===== config.mk =====
export PLATFORM = sky130hd
export DESIGN_NAME = jack_detect_seq
export DESIGN_NICKNAME = d
export VERILOG_FILES = /design/src/jack_pkg.sv /design/src/deb_if.sv /design/src/jack_debounce.sv /design/src/jack_detect_seq.sv
export SDC_FILE = /design/constraint.sdc
export NUM_CORES = 1
export LEC_CHECK = 0
export ABC_AREA = 1
export BUFFER_PORTS_ARGS = -buffer_cell sky130_fd_sc_hd__buf_4
export CAP_MARGIN = 0
export CORE_ASPECT_RATIO = 1.4
export CORE_MARGIN = 5
export CORE_UTILIZATION = 52
export DETAILED_ROUTE_END_ITERATION = 8
export GPL_TIMING_DRIVEN = 0
export PLACE_DENSITY = 0.72
export SLEW_MARGIN = 20
export SYNTH_ARGS = -nofsm -noshare
export SYNTH_HDL_FRONTEND = slang
export SYNTH_SLANG_ARGS = --single-unit

===== constraint.sdc =====
create_clock -name pclk -period 3.85 [get_ports pclk]
set_clock_uncertainty 0.05 [all_clocks]
set_input_delay 0.5775 -clock pclk [delete_from_list [all_inputs] [get_ports pclk]]
set_output_delay 0.5775 -clock pclk [all_outputs]
set_load 0.05 [all_outputs]

===== src/jack_pkg.sv =====
// Purpose: Constants, types and decode functions for the jack sequencer
// Assumes: pclk at 20 MHz, APB slave with 32-bit data
// Notes:   All sequencer times are whole milliseconds
package jack_pkg;
   localparam int CLK_NS = 50;
   localparam int MS_NS  = 1_000_000;
   localparam int MS_CYC = (MS_NS + CLK_NS - 1) / CLK_NS;

   localparam logic [7:0] CTRL_ADDR = 8'h00;
   localparam logic [7:0] MASK_ADDR = 8'h04;
   localparam logic [7:0] EVT_ADDR  = 8'h08;
   localparam logic [7:0] STS_ADDR  = 8'h0C;
   localparam logic [7:0] RAMP_ADDR = 8'h10;

   localparam int TDET_EN_BIT = 0;
   localparam int TFORCE_BIT  = 1;
   localparam int ODET_EN_BIT = 2;
   localparam int OFORCE_BIT  = 3;
   localparam int HPT_EN_BIT  = 4;
   localparam int POL_BIT     = 5;
   localparam int RATE_LSB    = 6;
   localparam int IDEB_LSB    = 8;
   localparam int RDEB_LSB    = 12;
   localparam int MTH_LSB     = 16;
   localparam int HTH_LSB     = 18;
   localparam logic [31:0] CTRL_RST = 32'h0001_0205;

   localparam int EV_INS  = 0;
   localparam int EV_REM  = 1;
   localparam int EV_DONE = 2;

   localparam int ST_PRES  = 0;
   localparam int ST_TYPE  = 1;
   localparam int ST_ORDER = 2;
   localparam int ST_LOAD  = 3;
   localparam int ST_BUSY  = 4;
   localparam int ST_RAMP  = 5;

   localparam int RAMP_GO_BIT = 8;
   localparam logic [7:0]  STEP_RST  = 8'h01;
   localparam logic [15:0] RAMP_HALF = 16'h8000;
   localparam logic [9:0]  LAT_BASE  = 10'h020;

   typedef enum {S_IDLE, S_TYPE_WAIT, S_ORDER_WAIT} seq_t;

   function automatic logic [9:0] ins_deb_ms(input logic [2:0] c);
      case (c)
         3'h0: return 10'h005;
         3'h1: return 10'h00A;
         3'h2: return 10'h014;
         3'h3: return 10'h032;
         3'h4: return 10'h064;
         3'h5: return 10'h0C8;
         3'h6: return 10'h1F4;
         default: return 10'h001;
      endcase
   endfunction : ins_deb_ms

   function automatic logic [9:0] rem_deb_ms(input logic [1:0] c);
      case (c)
         2'h0: return 10'h001;
         2'h1: return 10'h005;
         2'h2: return 10'h00A;
         default: return 10'h014;
      endcase
   endfunction : rem_deb_ms

   function automatic logic [9:0] lat_ms(input logic [1:0] c, input logic four);
      return LAT_BASE << ({1'b0, c} + {2'h0, four});
   endfunction : lat_ms
endpackage : jack_pkg


===== src/deb_if.sv =====
// Purpose: Link between the sequencer and the plug debounce filter
// Assumes: Both ends on pclk
// Notes:   Pulses last one cycle
`timescale 1ns/1ps
interface deb_if;
   logic       polarity;
   logic [9:0] ins_ms;
   logic [9:0] rem_ms;
   logic       present;
   logic       ins_pulse;
   logic       rem_pulse;
   modport filt (input polarity, ins_ms, rem_ms, output present, ins_pulse, rem_pulse);
   modport ctl  (output polarity, ins_ms, rem_ms, input present, ins_pulse, rem_pulse);
endinterface : deb_if


===== src/jack_debounce.sv =====
// Purpose: Synchronise and debounce the plug sense pin
// Assumes: Debounce times in whole milliseconds
// Notes:   Presence changes only after a full stable interval
`timescale 1ns/1ps
module jack_debounce
   import jack_pkg::*;
#(
   parameter int MS_CYCLES = MS_CYC
) (
   // Clock and reset
   input  wire logic pclk,
   input  wire logic presetn,
   // Socket pin
   input  wire logic sense_raw,
   // Sequencer side
   deb_if.filt       d
);
   logic        s1_reg;
   logic        s2_reg;
   logic        pres_reg;
   logic        ins_reg;
   logic        rem_reg;
   logic [15:0] cyc_reg;
   logic [9:0]  ms_reg;

   wire       now_in = s2_reg ^ d.polarity;
   wire       differ = now_in != pres_reg;
   wire [9:0] target = pres_reg ? d.rem_ms : d.ins_ms;
   wire       ms_end = cyc_reg == 16'(MS_CYCLES - 1);
   wire       commit = differ && ms_end && ({1'b0, ms_reg} + 11'h001 >= {1'b0, target});

   always_ff @(posedge pclk or negedge presetn) begin
      if (!presetn) begin
         s1_reg <= 1'b0;
         s2_reg <= 1'b0;
      end else begin
         s1_reg <= sense_raw;
         s2_reg <= s1_reg;
      end
   end

   // A bounce back to the held state clears the count
   always_ff @(posedge pclk or negedge presetn) begin
      if (!presetn) begin
         cyc_reg <= 16'h0000;
         ms_reg  <= 10'h000;
      end else if (!differ || commit) begin
         cyc_reg <= 16'h0000;
         ms_reg  <= 10'h000;
      end else if (ms_end) begin
         cyc_reg <= 16'h0000;
         ms_reg  <= ms_reg + 10'h001;
      end else begin
         cyc_reg <= cyc_reg + 16'h0001;
      end
   end

   always_ff @(posedge pclk or negedge presetn) begin
      if (!presetn) begin
         pres_reg <= 1'b0;
         ins_reg  <= 1'b0;
         rem_reg  <= 1'b0;
      end else begin
         if (commit) pres_reg <= now_in;
         ins_reg <= commit && now_in;
         rem_reg <= commit && !now_in;
      end
   end

   assign d.present   = pres_reg;
   assign d.ins_pulse = ins_reg;
   assign d.rem_pulse = rem_reg;
endmodule : jack_debounce


===== src/jack_detect_seq.sv =====
// Purpose: Jack insertion, plug type, pin order and load test sequencer
// Assumes: Analog comparators hold their result while measured
// Notes:   APB slave with zero wait states
//
// Implementation choices: the placing of the registers and register access over APB.
`timescale 1ns/1ps
module jack_detect_seq
   import jack_pkg::*;
#(
   parameter int MS_CYCLES = MS_CYC
) (
   // Clock and reset
   input  wire logic        pclk,
   input  wire logic        presetn,
   // APB slave
   input  wire logic        psel,
   input  wire logic        penable,
   input  wire logic        pwrite,
   input  wire logic [7:0]  paddr,
   input  wire logic [31:0] pwdata,
   output logic      [31:0] prdata,
   output logic             pready,
   output logic             pslverr,
   // Socket and analog comparators
   input  wire logic        plug_sense,
   input  wire logic        type_above,
   input  wire logic        mic_on_second_ring,
   input  wire logic        load_above,
   // Measurement control
   output logic      [1:0]  type_thresh_sel,
   output logic      [1:0]  load_thresh_sel,
   output logic             type_meas_en,
   output logic             order_meas_en,
   output logic      [15:0] ramp_amp,
   output logic             ramp_active,
   // Host interrupt
   output logic             irq
);
   deb_if dbus ();

   jack_debounce #(
      .MS_CYCLES (MS_CYCLES)
   ) u_deb (
      .pclk      (pclk),
      .presetn   (presetn),
      .sense_raw (plug_sense),
      .d         (dbus.filt)
   );

   ////////////////////////////////////////////////////////////////////////////
   // Registers and APB decode

   logic [31:0] ctrl_reg;
   logic [2:0]  mask_reg;
   logic [2:0]  ev_reg;
   logic [2:0]  ev_next;
   logic [7:0]  step_reg;
   logic        type_reg;
   logic        order_reg;
   logic        load_reg;

   wire acc     = psel && penable;
   wire wr      = acc && pwrite;
   wire hit_ctl = paddr == CTRL_ADDR;
   wire hit_msk = paddr == MASK_ADDR;
   wire hit_evt = paddr == EVT_ADDR;
   wire hit_sts = paddr == STS_ADDR;
   wire hit_rmp = paddr == RAMP_ADDR;
   wire mapped  = hit_ctl || hit_msk || hit_evt || hit_sts || hit_rmp;

   wire       tdet_en = ctrl_reg[TDET_EN_BIT];
   wire       tforce  = ctrl_reg[TFORCE_BIT];
   wire       odet_en = ctrl_reg[ODET_EN_BIT];
   wire       oforce  = ctrl_reg[OFORCE_BIT];
   wire       hpt_en  = ctrl_reg[HPT_EN_BIT];
   wire [1:0] rate    = ctrl_reg[RATE_LSB +: 2];

   assign dbus.polarity = ctrl_reg[POL_BIT];
   assign dbus.ins_ms   = ins_deb_ms(ctrl_reg[IDEB_LSB +: 3]);
   assign dbus.rem_ms   = rem_deb_ms(ctrl_reg[RDEB_LSB +: 2]);

   assign type_thresh_sel = ctrl_reg[MTH_LSB +: 2];
   assign load_thresh_sel = ctrl_reg[HTH_LSB +: 2];

   assign pready  = 1'b1;
   assign pslverr = acc && !mapped;

   ////////////////////////////////////////////////////////////////////////////
   // Comparator synchronisers

   logic [2:0] an1_reg;
   logic [2:0] an2_reg;

   always_ff @(posedge pclk or negedge presetn) begin
      if (!presetn) begin
         an1_reg <= 3'h0;
         an2_reg <= 3'h0;
      end else begin
         an1_reg <= {load_above, mic_on_second_ring, type_above};
         an2_reg <= an1_reg;
      end
   end

   ////////////////////////////////////////////////////////////////////////////
   // Millisecond base, restarted on insertion so latency is exact

   logic [15:0] cyc_reg;
   logic [9:0]  ms_reg;
   seq_t        state;
   seq_t        state_next;

   wire       ms_end   = cyc_reg == 16'(MS_CYCLES - 1);
   wire [9:0] lat_tgt  = lat_ms(rate, state == S_ORDER_WAIT);
   wire       lat_hit  = ms_end && ({1'b0, ms_reg} + 11'h001 == {1'b0, lat_tgt});
   wire       type_dec = tdet_en ? an2_reg[0] : tforce;
   wire       ord_dec  = odet_en ? an2_reg[1] : oforce;
   wire       done_set = lat_hit && !dbus.rem_pulse
                         && ((state == S_TYPE_WAIT && !type_dec) || state == S_ORDER_WAIT);

   always_ff @(posedge pclk or negedge presetn) begin
      if (!presetn) begin
         cyc_reg <= 16'h0000;
      end else if (dbus.ins_pulse || ms_end) begin
         cyc_reg <= 16'h0000;
      end else begin
         cyc_reg <= cyc_reg + 16'h0001;
      end
   end

   always_ff @(posedge pclk or negedge presetn) begin
      if (!presetn) begin
         ms_reg <= 10'h000;
      end else if (dbus.ins_pulse) begin
         ms_reg <= 10'h000;
      end else if (ms_end && state != S_IDLE) begin
         ms_reg <= ms_reg + 10'h001;
      end
   end

   ////////////////////////////////////////////////////////////////////////////
   // Detection sequencer

   always_comb begin
      state_next = state;
      case (state)
         S_IDLE: begin
            if (dbus.ins_pulse) state_next = S_TYPE_WAIT;
         end
         S_TYPE_WAIT: begin
            if (dbus.rem_pulse) state_next = S_IDLE;
            else if (lat_hit) state_next = type_dec ? S_ORDER_WAIT : S_IDLE;
         end
         S_ORDER_WAIT: begin
            if (dbus.rem_pulse || lat_hit) state_next = S_IDLE;
         end
         default: state_next = S_IDLE;
      endcase
   end

   // Forced values skip the measurement drive entirely
   assign type_meas_en  = state == S_TYPE_WAIT && tdet_en;
   assign order_meas_en = state == S_ORDER_WAIT && odet_en;

   always_ff @(posedge pclk or negedge presetn) begin
      if (!presetn) begin
         state     <= S_IDLE;
         type_reg  <= 1'b0;
         order_reg <= 1'b0;
      end else begin
         state <= state_next;
         if (state == S_TYPE_WAIT && lat_hit) begin
            type_reg  <= type_dec;
            order_reg <= odet_en ? 1'b0 : oforce;
         end
         if (state == S_ORDER_WAIT && lat_hit) order_reg <= ord_dec;
      end
   end

   ////////////////////////////////////////////////////////////////////////////
   // Event flags and interrupt; a set in the clearing cycle wins

   wire [2:0] ev_set = {done_set, dbus.rem_pulse, dbus.ins_pulse};
   wire [2:0] ev_clr = (wr && hit_evt) ? pwdata[2:0] : 3'h0;

   assign ev_next = (ev_reg & ~ev_clr) | ev_set;
   assign irq     = |(ev_reg & ~mask_reg);

   ////////////////////////////////////////////////////////////////////////////
   // Load test ramp

   logic        ramp_on_reg;
   logic        decel_reg;
   logic        seen_reg;
   logic [15:0] amp_reg;
   logic [15:0] vel_reg;

   wire        ramp_go   = wr && hit_rmp && pwdata[RAMP_GO_BIT] && hpt_en && !ramp_on_reg;
   wire        ramp_tick = ramp_on_reg && ms_end;
   wire [16:0] amp_sum   = {1'b0, amp_reg} + {1'b0, vel_reg};
   wire [15:0] amp_sat   = amp_sum[16] ? 16'hFFFF : amp_sum[15:0];
   wire [15:0] step_w    = {8'h00, step_reg};
   wire        ramp_last = decel_reg && vel_reg <= step_w;

   // Velocity rises then falls, giving the S shape without a table
   always_ff @(posedge pclk or negedge presetn) begin
      if (!presetn) begin
         ramp_on_reg <= 1'b0;
         decel_reg   <= 1'b0;
         seen_reg    <= 1'b0;
         amp_reg     <= 16'h0000;
         vel_reg     <= 16'h0000;
         load_reg    <= 1'b0;
      end else if (ramp_go) begin
         ramp_on_reg <= 1'b1;
         decel_reg   <= 1'b0;
         seen_reg    <= 1'b0;
         amp_reg     <= 16'h0000;
         vel_reg     <= 16'h0000;
      end else if (ramp_on_reg && !hpt_en) begin
         ramp_on_reg <= 1'b0;
      end else if (ramp_tick) begin
         amp_reg  <= amp_sat;
         seen_reg <= seen_reg || an2_reg[2];
         if (!decel_reg) begin
            vel_reg <= vel_reg + step_w;
            if (amp_sat >= RAMP_HALF) decel_reg <= 1'b1;
         end else if (ramp_last) begin
            ramp_on_reg <= 1'b0;
            load_reg    <= seen_reg || an2_reg[2];
         end else begin
            vel_reg <= vel_reg - step_w;
         end
      end
   end

   assign ramp_amp    = amp_reg;
   assign ramp_active = ramp_on_reg;

   ////////////////////////////////////////////////////////////////////////////
   // Register writes and read mux

   always_ff @(posedge pclk or negedge presetn) begin
      if (!presetn) begin
         ctrl_reg <= CTRL_RST;
         mask_reg <= 3'h0;
         ev_reg   <= 3'h0;
         step_reg <= STEP_RST;
      end else begin
         ev_reg <= ev_next;
         if (wr && hit_ctl) ctrl_reg <= pwdata;
         if (wr && hit_msk) mask_reg <= pwdata[2:0];
         if (wr && hit_rmp) step_reg <= pwdata[7:0];
      end
   end

   wire [31:0] sts_w = {26'h000_0000, ramp_on_reg, state != S_IDLE,
                        load_reg, order_reg, type_reg, dbus.present};

   assign prdata = hit_ctl ? ctrl_reg
                 : hit_msk ? {29'h0000_0000, mask_reg}
                 : hit_evt ? {29'h0000_0000, ev_reg}
                 : hit_sts ? sts_w
                 : hit_rmp ? {23'h00_0000, ramp_on_reg, step_reg}
                 : 32'h0000_0000;

   ////////////////////////////////////////////////////////////////////////////
   // Checks

   // Cycles since the last insertion pulse; the latency check counts on its own
   logic [23:0] since_reg;

   always_ff @(posedge pclk or negedge presetn) begin
      if (!presetn) begin
         since_reg <= 24'h00_0000;
      end else if (dbus.ins_pulse) begin
         since_reg <= 24'h00_0000;
      end else begin
         since_reg <= since_reg + 24'h00_0001;
      end
   end

   // Expected pulse-to-complete span, rebuilt from the latency code and plug type
   wire [23:0] lat_cyc = 24'((int'(LAT_BASE) << (int'(rate) + int'(state == S_ORDER_WAIT)))
                             * MS_CYCLES - 1);
endmodule : jack_detect_seq


==> summary.md <==
| Metric | Value |
|---|---|
| FF-to-FF setup slack | 0.91 ns |
| Static Leak | 0.00599 uW |
| Status | finished, final reports clean |
| Power density cells | 296 mW/mm2 |
| Routing usage on met3 | 3.95% |
| Worst reg2reg endpoint | u_deb.ms_reg[7] |
| Max Fclk | 331 MHz |
| CP arrival | 2.39 ns |
| Yosys reg bits | 149 |
| Gr busiest metal | met2 |
| Hold Worst Slack | 0.0450 ns |
| DR pass1 iterations | 5 |
| Pwr Total | 3370 uW |
| Critical Path RT | 3.22 ns |
| Peak VDD IR | 294 uV |
| CTS Buf Count | 17 |
| Post-CTS Setup Inserts | 0 |
| Chip Height | 172 um |
| Worst skew pair latency | 0.43 ns |
| Fin area | 0.0114 mm2 |
| Multi-input logic area | 0.00512 mm2 |
| Root buffer cell | clkbuf_16 |
| FF-to-FF path depth | 15 |
| Total number of vias | 9274 |
| Syn-to-layout area delta | 17.2% |
| I/O pins | 107 |
| ANT cells | 0 |
| RSZ-0062 raised after global routing | no |
| Hold Buf Count CTS | 0 |
| Port Buffers | 105 |
| Clock-pin slew on the worst setup and hold paths | 0.06 ns |
| DR vias/cell | 5.35 |
| Hold WC Path Type | in2async |
| Die X | 126 um |
| Crit-path max FO | 5 |
| First-pass GRT wire length | 43200 um |
| Synth area leader | dfrtp_1 |
| Met2 Track Usage GR | 46.8% |
| Storage cell area | 0.00373 mm2 |
| WL/cell | 15.3 um |
| Fin. Hold Viols | 0 |
| Library cells used by synthesis | 52 |
| Most frequent CP cell | buf_4 |
| Seq/Total Area, Yosys | 38.4% |
| DRT iter0 DRCs | 689 |
| Largest net degree at the start of global routing | 87 |
| Met1 Use GR | 27.3% |
| DP Area | 0.0108 mm2 |
| Non-Filler Instances | 1732 |
| Max-cap viol count | 0 |
| ANT nets after route | 0 |
| Final-stage net count | 1575 |
| H-tree level count | 4 |
| Worst Setup End Kind | primary output |
| Buf/Inv on CP | 3 |
| Final setup fails | 0 |
| Clock Sinks | 149 |
| Area contributors post-synth | dfrtp_1 (37%), nand2_1 (13%), inv_1 (7.0%) |
| # rows | 59 |
| Startpoint types | primary input |
| Total gr overflow | 0 |
| DRC violations left | 0 |
| Post-synth EDFFs | 0 |
| Reg-to-Reg Start | u_deb.ms_reg[0] |
| Cell Area, Synth | 0.00972 mm2 |
| Die Area | 0.0216 mm2 |
| Initial Utilization | 52.5% |
| Period Utilization, post-route | 78.4% |
| CTS tree | yes |
| Global router's overall resource usage | 24.8% |
| Ys flop type | dfrtp_1 |
| Mapped Nets | 1450 |
| Fraction of layout cells with a size suffix above 1 | 13.3% |
| Crit Path Class | in2out |
| Slew @ Worst Pin | 0.798 ns |
| Gpl congestion | 0.969 |
| Worst-path cell chain | buf_4, nor2_1, nand3_1, nor4_1, inv_1, o21ai_0, o22ai_1, buf_4 |
| Slowest stage delay, CP | 0.59 ns |
| Mean post-synth cell area | 7.20 um2 |
| Dpl hpwl | 20800 um |
| Post-synthesis cell count | 1350 |
| Filler Cell Count | 1756 |
| Dpl cells | 1700 |
| Initial antenna violation count | 0 |
| Number of global-route vias before repair | 9064 |
| FFs w/ async S/R, synth | 100% |
| Pins over their slew limit | 0 |
| Yosys warns | 0 |
| CP max stage cell | nor4_1 |
| Top cell type's share of synthesized area | 37.1% |
| Max reg flops | 32 |
| Total Neg Setup Slack | 0 ns |
| Post-CTS Resized | 0 |
| CORE AREA | 0.0185 mm2 |
| Shortest period the worst path allows | 3.02 ns |
| Kind of cell adding the most delay to the critical path | simple AND/OR/NAND/NOR gates |
| Max Buffers Root-to-Sink | 2 |
| Slew margin rel. | 46.3% |
| Post-Route WL | 26500 um |
==> cells by family after synthesis <==
| kind of cell | synth area share, % |
|---|---|
| buffers and inverters | 8.86 |
| other | 0.0386 |
| flip-flops | 38.4 |
| AO/OA/AOI/OAI | 11.8 |
| multiplexers | 0.566 |
| AND/OR/NAND/NOR | 30.8 |
| XOR/XNOR | 2.70 |
| adder cells (fa/ha/maj) | 6.80 |
==> metrics by stage <==
| stage | utilization [%] | setup slack (ns) |
|---|---|---|
| 2_1_floorplan | - | 0.742 |
| 3_3_place_gp | 58.4 | 0.832 |
| 3_5_place_dp | 58.6 | 0.842 |
| 4_1_cts | 61.5 | 0.826 |
| 5_1_grt | 61.5 | 0.609 |
| 6_report | 61.5 | 0.832 |
==> cell usage after synthesis (all sizes together), types with 2 or more instances <==
cell type	number
a221oi	2
inv	187
o21ai	95
o22ai	11
nand3	97
a211oi	4
nand2	343
o221ai	2
or2	8
nand4	27
xnor2	5
dfstp	5
nor2	169
dfrtp	144
fa	3
nor3	27
mux2	4
a21o	5
nand3b	7
ha	48
buf	18
clkbuf	10
o21a	2
o211ai	2
a21oi	79
nor4	7
o21bai	4
xor2	25
==> layout by cell type (no fill, tap or decap), types with 16 or more instances in the layout <==
cell         n
a21oi_1     79
buf_4      109
clkbuf_16   17
dfrtp_1    144
ha_1        48
inv_1      180
nand2_1    335
nand3_1     96
nand4_1     26
nor2_1     164
nor3_1      26
o21ai_0     78
o21ai_1     16
xor2_1      25
==> worst register-to-register path, stage by stage (launching register included) <==
cell and delay [ns]:
dfrtp_1 0.43, ha_1 0.24, nand2_1 0.08, nor3b_1 0.34, xor2_1 0.25, ha_1 0.27
a21oi_1 0.13, o21a_1 0.13, nand2_1 0.05, nand2_1 0.05, nand2_1 0.04, o21ai_0 0.26
nand2_1 0.14, nand2_2 0.16, nand2_4 0.11, o21ai_1 0.14
==> report_power, final <==
| part | internal, uW | total [uW] | leakage, uW | switching [uW] |
|---|---|---|---|---|
| combinational | 72.8 | 211 | 0.00391 | 138 |
| sequential | 1580 | 1600 | 0.00182 | 14.6 |
| clock | 836 | 1560 | 0.000255 | 729 |
| total | 2490 | 3370 | 0.00599 | 881 |
==> worst max-delay path by stage <==
stage               cells past startpoint            start  slack, ns               to
floorplan                               6         paddr[0]       0.74          pslverr
global placement                        8         paddr[7]       0.83       prdata[12]
detailed placement                      8         paddr[7]       0.84       prdata[12]
CTS                                     8         paddr[7]       0.83       prdata[12]
global route                           15  u_deb.ms_reg[0]       0.61  u_deb.ms_reg[4]
finish                                  8         paddr[7]       0.83        prdata[4]
==> area by class of cell <==
type | count | share of cell area, %
Tap cell | 244 | 2.68
Sequential cell | 149 | 32.8
Timing Repair Buffer | 106 | 7.23
Inverter | 188 | 6.21
Multi-Input combinational cell | 985 | 45.0
Clock buffer | 17 | 3.73
Buffer | 28 | 1.34
Clock inverter | 15 | 1.05
==> layer usage <==
| metal | up-vias | wire length [um] |
|---|---|---|
| met4 | 0 | 1010 |
| met2 | 229 | 14300 |
| met1 | 4346 | 10400 |
| met3 | 81 | 856 |
| met5 | - | 0 |
| li1 | 4618 | - |
(Power assumes the default switching activity.)
